[src/design/sesr_consts.svh]
`ifndef SESR_CONSTS_SVH
`define SESR_CONSTS_SVH

// Register indices; the byte address on the bus is four times the index.
`define SESR_IDX_TRAP_INFO 18'h0fec0
`define SESR_IDX_STATUS 18'h0fec4
`define SESR_IDX_RESTART 18'h0fec8
`define SESR_IDX_HALT 18'h0fec9

// Field positions of the local interrupt source status word.
`define SESR_BIT_SPARE 22
`define SESR_BIT_L3 20
`define SESR_BIT_LINK 19
`define SESR_BIT_DRAM 18
`define SESR_BIT_LVT_EXT 17
`define SESR_BIT_LVT_LCY 16
`define SESR_BIT_PEND_MSG 10
`define SESR_BIT_CORES_HALTED 9
`define SESR_BIT_MCE_REDIR 8
`define SESR_IO_TRAP_MSB 3
`define SESR_IO_TRAP_LSB 0

// Field positions of the other words.
`define SESR_BIT_TRAP_VALID 1
`define SESR_BIT_HALT 0

// Reset and entry values, and the restart request code.
`define SESR_STATUS_RST 32'h0000_0000
`define SESR_RESTART_RST 8'h00
`define SESR_RESTART_ENTRY 8'h00
`define SESR_RESTART_REEXEC 8'hff
`define SESR_HALT_RST 1'h0

`endif

[src/design/sesr_pkg.sv]
package sesr_pkg;

  // Causes and context that the core hands over with a management entry.
  typedef struct packed {
    logic spare;
    logic l3_thr;
    logic link_thr;
    logic dram_thr;
    logic lvt_ext;
    logic lvt_lcy;
    logic pend_msg;
    logic pend_msg_en;
    logic cores_halted;
    logic halt_src_en;
    logic mce_redir;
    logic redir_en;
    logic [3:0] io_trap;
    logic at_halt;
    logic at_io;
    logic dbg_trap;
  } sesr_src_t;

  // Actions that the block orders from the core on the way out.
  typedef struct packed {
    logic resume_ip;
    logic reexec_io;
    logic halt_cycle;
    logic enter_halt;
    logic debug_trap;
  } sesr_resume_t;

  // Sequencer states.
  typedef enum logic [3:0] {
    ST_RUN = 4'b0001,
    ST_SMM = 4'b0010,
    ST_REEXEC = 4'b0100,
    ST_WAIT = 4'b1000
  } sesr_state_t;

endpackage

[src/design/sesr_smm_entry_status.sv]
// The Wishbone interface to the registers was decided locally.
`timescale 1ns/1ns
`include "sesr_consts.svh"

// Overview of operation
// - On entry, set each status bit whose mechanism caused the interrupt.
// - Bit 22 flags an interrupt from the on-line spare memory sources.
// - Threshold interrupts flag bit 20 for L3, 19 for link, 18 for DRAM.
// - Bit 17 flags extended vector entries, bit 16 the legacy entries.
// - Bit 10 flags pending-message interrupts while that mechanism is enabled.
// - Bit 9 flags all cores halted with that source enabled.
// - Bit 8 flags a redirected machine check while redirect is enabled.
// - Bits 3 to 0 flag the matching numbered IO trap register.
// - Clear the restart byte to zero on every management entry.
// - Restart byte all ones at resume re-executes the trapped IO instruction.
// - A nested entry is serviced before re-execution and reports trap-valid zero.
// - Coinciding IO trap and debug trap: serve management first, defer debug.
// - With restart all ones, raise the deferred debug trap after re-execution.
// - Entry sets the halt bit to one from halt, zero otherwise.
// - Unless restart is all ones or re-execution is pending, resume obeys the halt bit: zero resumes at pointer, one halts.
// - Returning to halt skips refetch, broadcasts the halt cycle, then halts.
// - The restart byte is read-write in bits 7 to 0.
// - Trap-valid flag is one only for entry at an IO instruction boundary.
module sesr_smm_entry_status (
  // Clock and reset.
  input wire logic clk_i,
  input wire logic rst_i,
  // Wishbone classic slave.
  input wire logic wb_cyc_i,
  input wire logic wb_stb_i,
  input wire logic wb_we_i,
  input wire logic [19:0] wb_adr_i,
  input wire logic [3:0] wb_sel_i,
  input wire logic [31:0] wb_dat_i,
  output logic [31:0] wb_dat_o,
  output logic wb_ack_o,
  // Entry request from the core.
  input wire logic smm_entry_i,
  input wire sesr_pkg::sesr_src_t entry_src_i,
  output logic entry_ready_o,
  // Resume request and re-execution feedback from the core.
  input wire logic rsm_i,
  input wire logic reexec_done_i,
  // Status towards the core.
  output logic in_smm_o,
  output logic handler_go_o,
  output sesr_pkg::sesr_resume_t resume_o
);

  // Sequencer and save-area state.
  sesr_pkg::sesr_state_t state_q;
  sesr_pkg::sesr_state_t state_d;
  logic [31:0] status_q;
  logic [31:0] status_d;
  logic [7:0] restart_q;
  logic [7:0] restart_d;
  logic halt_q;
  logic halt_d;
  logic trap_valid_q;
  logic trap_valid_d;
  logic dbg_defer_q;
  logic dbg_defer_d;
  logic reexec_pend_q;
  logic reexec_pend_d;
  logic go_q;
  logic go_d;
  sesr_pkg::sesr_resume_t act_q;
  sesr_pkg::sesr_resume_t act_d;

  // Bus state.
  logic ack_q;
  logic ack_d;
  logic [31:0] dat_q;
  logic [31:0] dat_d;

  // Decode helpers.
  logic bus_req;
  logic bus_wr;
  logic [17:0] bus_idx;
  logic entry_take;
  logic [31:0] entry_status;

  // A request is served once; the ack cycle itself is not a new request.
  assign bus_req = wb_cyc_i & wb_stb_i & ~ack_q;
  assign bus_wr = bus_req & wb_we_i & wb_sel_i[0];
  assign bus_idx = wb_adr_i[19:2];

  // Entries are accepted in normal execution or before a pending re-execution starts.
  assign entry_ready_o = (state_q == sesr_pkg::ST_RUN) | (state_q == sesr_pkg::ST_REEXEC);
  assign entry_take = smm_entry_i & entry_ready_o;

  // Build the status word from the causes; every position not named stays zero.
  always_comb begin
    entry_status = `SESR_STATUS_RST;
    entry_status[`SESR_BIT_SPARE] = entry_src_i.spare;
    entry_status[`SESR_BIT_L3] = entry_src_i.l3_thr;
    entry_status[`SESR_BIT_LINK] = entry_src_i.link_thr;
    entry_status[`SESR_BIT_DRAM] = entry_src_i.dram_thr;
    entry_status[`SESR_BIT_LVT_EXT] = entry_src_i.lvt_ext;
    entry_status[`SESR_BIT_LVT_LCY] = entry_src_i.lvt_lcy;
    entry_status[`SESR_BIT_PEND_MSG] = entry_src_i.pend_msg & entry_src_i.pend_msg_en;
    entry_status[`SESR_BIT_CORES_HALTED] =
      entry_src_i.cores_halted & entry_src_i.halt_src_en;
    entry_status[`SESR_BIT_MCE_REDIR] = entry_src_i.mce_redir & entry_src_i.redir_en;
    entry_status[`SESR_IO_TRAP_MSB:`SESR_IO_TRAP_LSB] = entry_src_i.io_trap;
  end

  // Next state of the sequencer and the save area.
  always_comb begin
    state_d = state_q;
    status_d = status_q;
    restart_d = restart_q;
    halt_d = halt_q;
    trap_valid_d = trap_valid_q;
    dbg_defer_d = dbg_defer_q;
    reexec_pend_d = reexec_pend_q;
    go_d = 1'b0;
    act_d = '0;
    // The halt broadcast is followed by the halt entry one cycle later.
    act_d.enter_halt = act_q.halt_cycle;
    // Handler writes reach the two read-write bytes through lane 0.
    if (bus_wr && (bus_idx == `SESR_IDX_RESTART)) begin
      restart_d = wb_dat_i[7:0];
    end
    if (bus_wr && (bus_idx == `SESR_IDX_HALT)) begin
      halt_d = wb_dat_i[`SESR_BIT_HALT];
    end
    case (state_q)
      sesr_pkg::ST_RUN, sesr_pkg::ST_REEXEC: begin
        if (entry_take) begin
          // Capture is complete at the next edge; the handler is released at that same edge.
          status_d = entry_status;
          go_d = 1'b1;
          restart_d = `SESR_RESTART_ENTRY;
          halt_d = entry_src_i.at_halt;
          // A nested entry never reports a valid trap.
          trap_valid_d = entry_src_i.at_io & (state_q == sesr_pkg::ST_RUN);
          // A coinciding debug trap waits until management mode is left.
          dbg_defer_d = dbg_defer_q | entry_src_i.dbg_trap;
          state_d = sesr_pkg::ST_SMM;
        end else if (state_q == sesr_pkg::ST_REEXEC) begin
          // No nested entry is waiting, so the trapped instruction runs now.
          act_d.reexec_io = 1'b1;
          reexec_pend_d = 1'b0;
          state_d = sesr_pkg::ST_WAIT;
        end
      end
      sesr_pkg::ST_SMM: begin
        if (rsm_i) begin
          if ((restart_q == `SESR_RESTART_REEXEC) || reexec_pend_q) begin
            // Re-execution is kept pending across a nested entry.
            reexec_pend_d = 1'b1;
            state_d = sesr_pkg::ST_REEXEC;
          end else if (halt_q) begin
            // Back to halt without refetch: broadcast the halt cycle first.
            act_d.halt_cycle = 1'b1;
            act_d.debug_trap = dbg_defer_q;
            dbg_defer_d = 1'b0;
            state_d = sesr_pkg::ST_RUN;
          end else begin
            act_d.resume_ip = 1'b1;
            act_d.debug_trap = dbg_defer_q;
            dbg_defer_d = 1'b0;
            state_d = sesr_pkg::ST_RUN;
          end
        end
      end
      sesr_pkg::ST_WAIT: begin
        if (reexec_done_i) begin
          // The deferred debug trap follows the re-executed instruction.
          act_d.debug_trap = dbg_defer_q;
          dbg_defer_d = 1'b0;
          state_d = sesr_pkg::ST_RUN;
        end
      end
      default: begin
        state_d = sesr_pkg::ST_RUN;
      end
    endcase
  end

  // Register the sequencer and the save area.
  always_ff @(posedge clk_i) begin
    if (rst_i) begin
      state_q <= sesr_pkg::ST_RUN;
      status_q <= `SESR_STATUS_RST;
      restart_q <= `SESR_RESTART_RST;
      halt_q <= `SESR_HALT_RST;
      trap_valid_q <= 1'b0;
      dbg_defer_q <= 1'b0;
      reexec_pend_q <= 1'b0;
      go_q <= 1'b0;
      act_q <= '0;
    end else begin
      state_q <= state_d;
      status_q <= status_d;
      restart_q <= restart_d;
      halt_q <= halt_d;
      trap_valid_q <= trap_valid_d;
      dbg_defer_q <= dbg_defer_d;
      reexec_pend_q <= reexec_pend_d;
      go_q <= go_d;
      act_q <= act_d;
    end
  end

  // Bus answer: one wait state, unmapped words read zero and ignore writes.
  always_comb begin
    ack_d = bus_req;
    dat_d = 32'h0000_0000;
    if (bus_req && !wb_we_i) begin
      case (bus_idx)
        `SESR_IDX_TRAP_INFO: begin
          dat_d[`SESR_BIT_TRAP_VALID] = trap_valid_q;
        end
        `SESR_IDX_STATUS: begin
          dat_d = status_q;
        end
        `SESR_IDX_RESTART: begin
          dat_d[7:0] = restart_q;
        end
        `SESR_IDX_HALT: begin
          dat_d[`SESR_BIT_HALT] = halt_q;
        end
        default: begin
          dat_d = 32'h0000_0000;
        end
      endcase
    end
  end

  // Register the bus answer.
  always_ff @(posedge clk_i) begin
    if (rst_i) begin
      ack_q <= 1'b0;
      dat_q <= 32'h0000_0000;
    end else begin
      ack_q <= ack_d;
      dat_q <= dat_d;
    end
  end

  // Outputs.
  assign wb_ack_o = ack_q;
  assign wb_dat_o = dat_q;
  assign in_smm_o = (state_q == sesr_pkg::ST_SMM);
  assign handler_go_o = go_q;
  assign resume_o = act_q;

endmodule

[config.mk]
export PLATFORM = sky130hd
export DESIGN_NAME = sesr_smm_entry_status
export DESIGN_NICKNAME = d
export VERILOG_FILES = /design/src/design/sesr_pkg.sv /design/src/design/sesr_smm_entry_status.sv
export VERILOG_INCLUDE_DIRS = /design/src /design/src/design
export SDC_FILE = /design/constraint.sdc
export NUM_CORES = 1
export LEC_CHECK = 0
export BUFFER_PORTS_ARGS = -buffer_cell sky130_fd_sc_hd__buf_4
export CAP_MARGIN = 5
export CORE_ASPECT_RATIO = 1.5
export CORE_MARGIN = 2
export CORE_UTILIZATION = 46
export CTS_BUF_LIST = sky130_fd_sc_hd__clkbuf_8
export CTS_CLUSTER_SIZE = 16
export DETAILED_ROUTE_END_ITERATION = 8
export GPL_TIMING_DRIVEN = 0
export PLACE_DENSITY_LB_ADDON = 0.25
export SLEW_MARGIN = 30
export SYNTH_ARGS = -nofsm -noshare
export SYNTH_HDL_FRONTEND = slang
export SYNTH_SLANG_ARGS = --single-unit
export TNS_END_PERCENT = 5
[constraint.sdc]
create_clock -name clk_i -period 2.2 [get_ports clk_i]
set_clock_uncertainty 0.2 [all_clocks]
set_input_delay 0.44 -clock clk_i [delete_from_list [all_inputs] [get_ports clk_i]]
set_output_delay 0.44 -clock clk_i [all_outputs]
set_load 0.005 [all_outputs]
==> impl_metrics.toml <==
[critical_path]
crit_fanout = 8
crit_path_end_kind = "output port"
worstSetupPathType = "flop to output port"
r2r_end = "halt_q"
ff2ff_path_depth = 4
rrSetupSlack_ns = 0.27
r2r_start = "state_q[0]"
crit_arrival_ns = 1.45
startpoint_type = "flop"
worstPathRequired_ns = 1.56

[worst_hold_path]
hp-start = "entry_src_i[4]"
hold_path_end = "status_q[1]"
hold_depth = 3
hp-class = "input port to flop"

[logic_synthesis]
synth_seq_area_share = 0.4703
synth.distinct_cells = 49
async_reset_ff_frac = 0
syn_area_mm2 = 0.002256
synth_edf_count = 0
synth_top_flop_cell = "dfxtp_1"
avgSynthCellArea_um2 = 9.024
ys_ff_latch = 53
syn_inst = 250
yosys_warnings = 0

[finish]
fillCellCount = 439
fin_util = 0.6452
stdcell_count = 416
synthToLayoutAreaGrowth_pct = 36.44
n_antenna_cell = 0
drive_above_1_share = 0.3286
final_nets = 432

[cts]
clk_latency_ns = 0.30
postCtsHoldBufs = 0
cts_resized = 0
path_clk_slew_ns = 0.09
cts.sinks = 53
cts-buffers-inserted = 5
cts_tree = "yes"
htreeDepth = 2
postCtsSetupRepairBufs = 0
root_buffer = "clkbuf_8"
cts.path.max_buffers = 2

[timing]
tightest_slew_ns = 0.6157
fin_ws_ns = 0.1139
max_freq_ghz = 0.4794
period_share = 0.9482
final_hold_viol_count = 0
tns_ns = 0
max_slew_margin = 0.5789
drv_slew = 0
rsz0062_at_grt = "no"
period_needed_ns = 2.086
setup_viol = 0

[placed_design]
gp_congestion = 0.7937
dp.cells = 408
dp_slack_ns = 0.1433
hpwlAfterDp_mm = 4.005
portBuffers = 78

[global_route]
grt_max_degree = 16
grt_pass1_wl_mm = 7.948
antenna_found_initial = 0
overflow = 0
grt_pass1_vias = 1818
grt_use_total = 0.1898

[routing]
firstDrtPassIters = 4
num_vias = 2050
avgRoutedWirePerCell_um = 12.44
routed_wl_mm = 5.177
postRouteAntennaNets = 0
drc = 0
drtIter0Drc = 32
vias_per_cell = 4.928

[floorplan]
io_pins = 124
dieArea_mm2 = 0.005492
fp.dieW_um = 61.18
die_h_um = 89.77
start_util = 0.4729
rows = 31
core-area_mm2 = 0.004771

[power]
ir_drop_v = 0.0004449
p_leak_nw = 1.357
power_per_cell_area_mw_per_mm2 = 589.9

[status]
status = "finished, final reports clean"

[job]
maxCapViolCount = 0
area by class of cell:
cell class	instances	area, um2	area share
plain buffers	28	178.9	0.05813
clock buffers	7	96.34	0.03130
clock inverters	1	5.005	0.001626
inverters	5	18.77	0.006098
multi-input cells	178	1050	0.3411
flip-flops and latches	53	1061	0.3447
well taps	66	82.58	0.02683
repair buffers	78	585.6	0.1902
registers in the layout, indices dropped and copies added, names as in the netlist:
signal	count
state_q	4
wb_dat_o	17
halt_q	1
reexec_pend_q	1
restart_q	8
dbg_defer_q	1
trap_valid_q	1
resume_o	5
wb_ack_o	1
handler_go_o	1
status_q	13
cell usage in the layout, fill, tap and decap left out, drive strengths merged, types with 6 or more instances in the layout:
cell type	count
nand2	28
conb	15
buf	99
clkbuf	14
o21ai	10
nor3	6
dfxtp	53
a21oi	27
nand4	12
nor2	14
and2	14
synthesized netlist by cell type, types with 2 or more instances:
| master | n | area [um2] |
|---|---|---|
| a22oi_1 | 2 | 15.01 |
| dfxtp_1 | 53 | 1061 |
| nand2b_1 | 2 | 12.51 |
| a21oi_1 | 27 | 135.1 |
| buf_2 | 2 | 10.01 |
| nand3_1 | 5 | 25.02 |
| and3b_1 | 2 | 17.52 |
| and3_1 | 4 | 25.02 |
| nor4b_2 | 2 | 30.03 |
| and4b_1 | 2 | 20.02 |
| nor2b_1 | 5 | 31.28 |
| nand2_1 | 28 | 105.1 |
| a31oi_1 | 2 | 12.51 |
| nand3b_1 | 2 | 15.01 |
| inv_1 | 4 | 15.01 |
| nor3_1 | 6 | 30.03 |
| o21ai_0 | 10 | 50.05 |
| nor2_1 | 14 | 52.55 |
| buf_4 | 17 | 127.6 |
| nor4_1 | 2 | 12.51 |
| clkbuf_1 | 7 | 26.28 |
| a22o_1 | 2 | 17.52 |
| nand4_1 | 11 | 68.82 |
| and2_1 | 14 | 87.58 |
metal layers:
| metal | part of all wire | routed length (um) | GRT usage | up-vias |
|---|---|---|---|---|
| li1 | - | - | - | 1049 |
| met1 | 0.40 | 2061 | 0.2181 | 913 |
| met2 | 0.51 | 2616 | 0.3209 | 80 |
| met3 | 0.074 | 383 | 0.04460 | 8 |
| met4 | 0.022 | 116 | 0.07971 | 0 |
| met5 | 0 | 0 | 0 | - |
worst max-delay path, cell delays in order, from the launching register on:
cell	delay [ns]
dfxtp_1	0.47
nor4b_2	0.48
buf_4	0.20
how the worst max path moves through the flow:
stage	from	to	slack, ns
6_report	state_q[1]	in_smm_o	0.11
5_1_grt	state_q[1]	in_smm_o	0.05
4_1_cts	state_q[1]	in_smm_o	0.13
3_5_place_dp	rst_i	wb_dat_o[18]	0.14
3_3_place_gp	rst_i	wb_dat_o[10]	0.18
2_1_floorplan	wb_adr_i[3]	wb_dat_o[2]	0.41
metrics by stage:
stage	instance area, um2	total power, mW	hold WS (ns)
finish	3078	1.816	0.1831
global route	3078	1.902	0.1712
CTS	3078	1.833	0.1770
detailed placement	2977	1.266	0.2387
global placement	2977	1.261	0.2334
floorplan	2308	1.148	0.2125
power by group:
part	total (mW)	switching (mW)	internal [mW]
clock network	0.573	0.288	0.284
logic	0.242	0.111	0.130
registers	1.00	0.0167	0.985
total	1.82	0.417	1.40
logic make-up after synthesis:
logic type	synth area share
flops	0.4703
other cells	0.001662
compound gates	0.1403
simple gates	0.2917
xor+xnor	0.003883
buf+inv	0.08763
mux	0.004437
No activity file was read; power rests on OpenSTA's default activity.
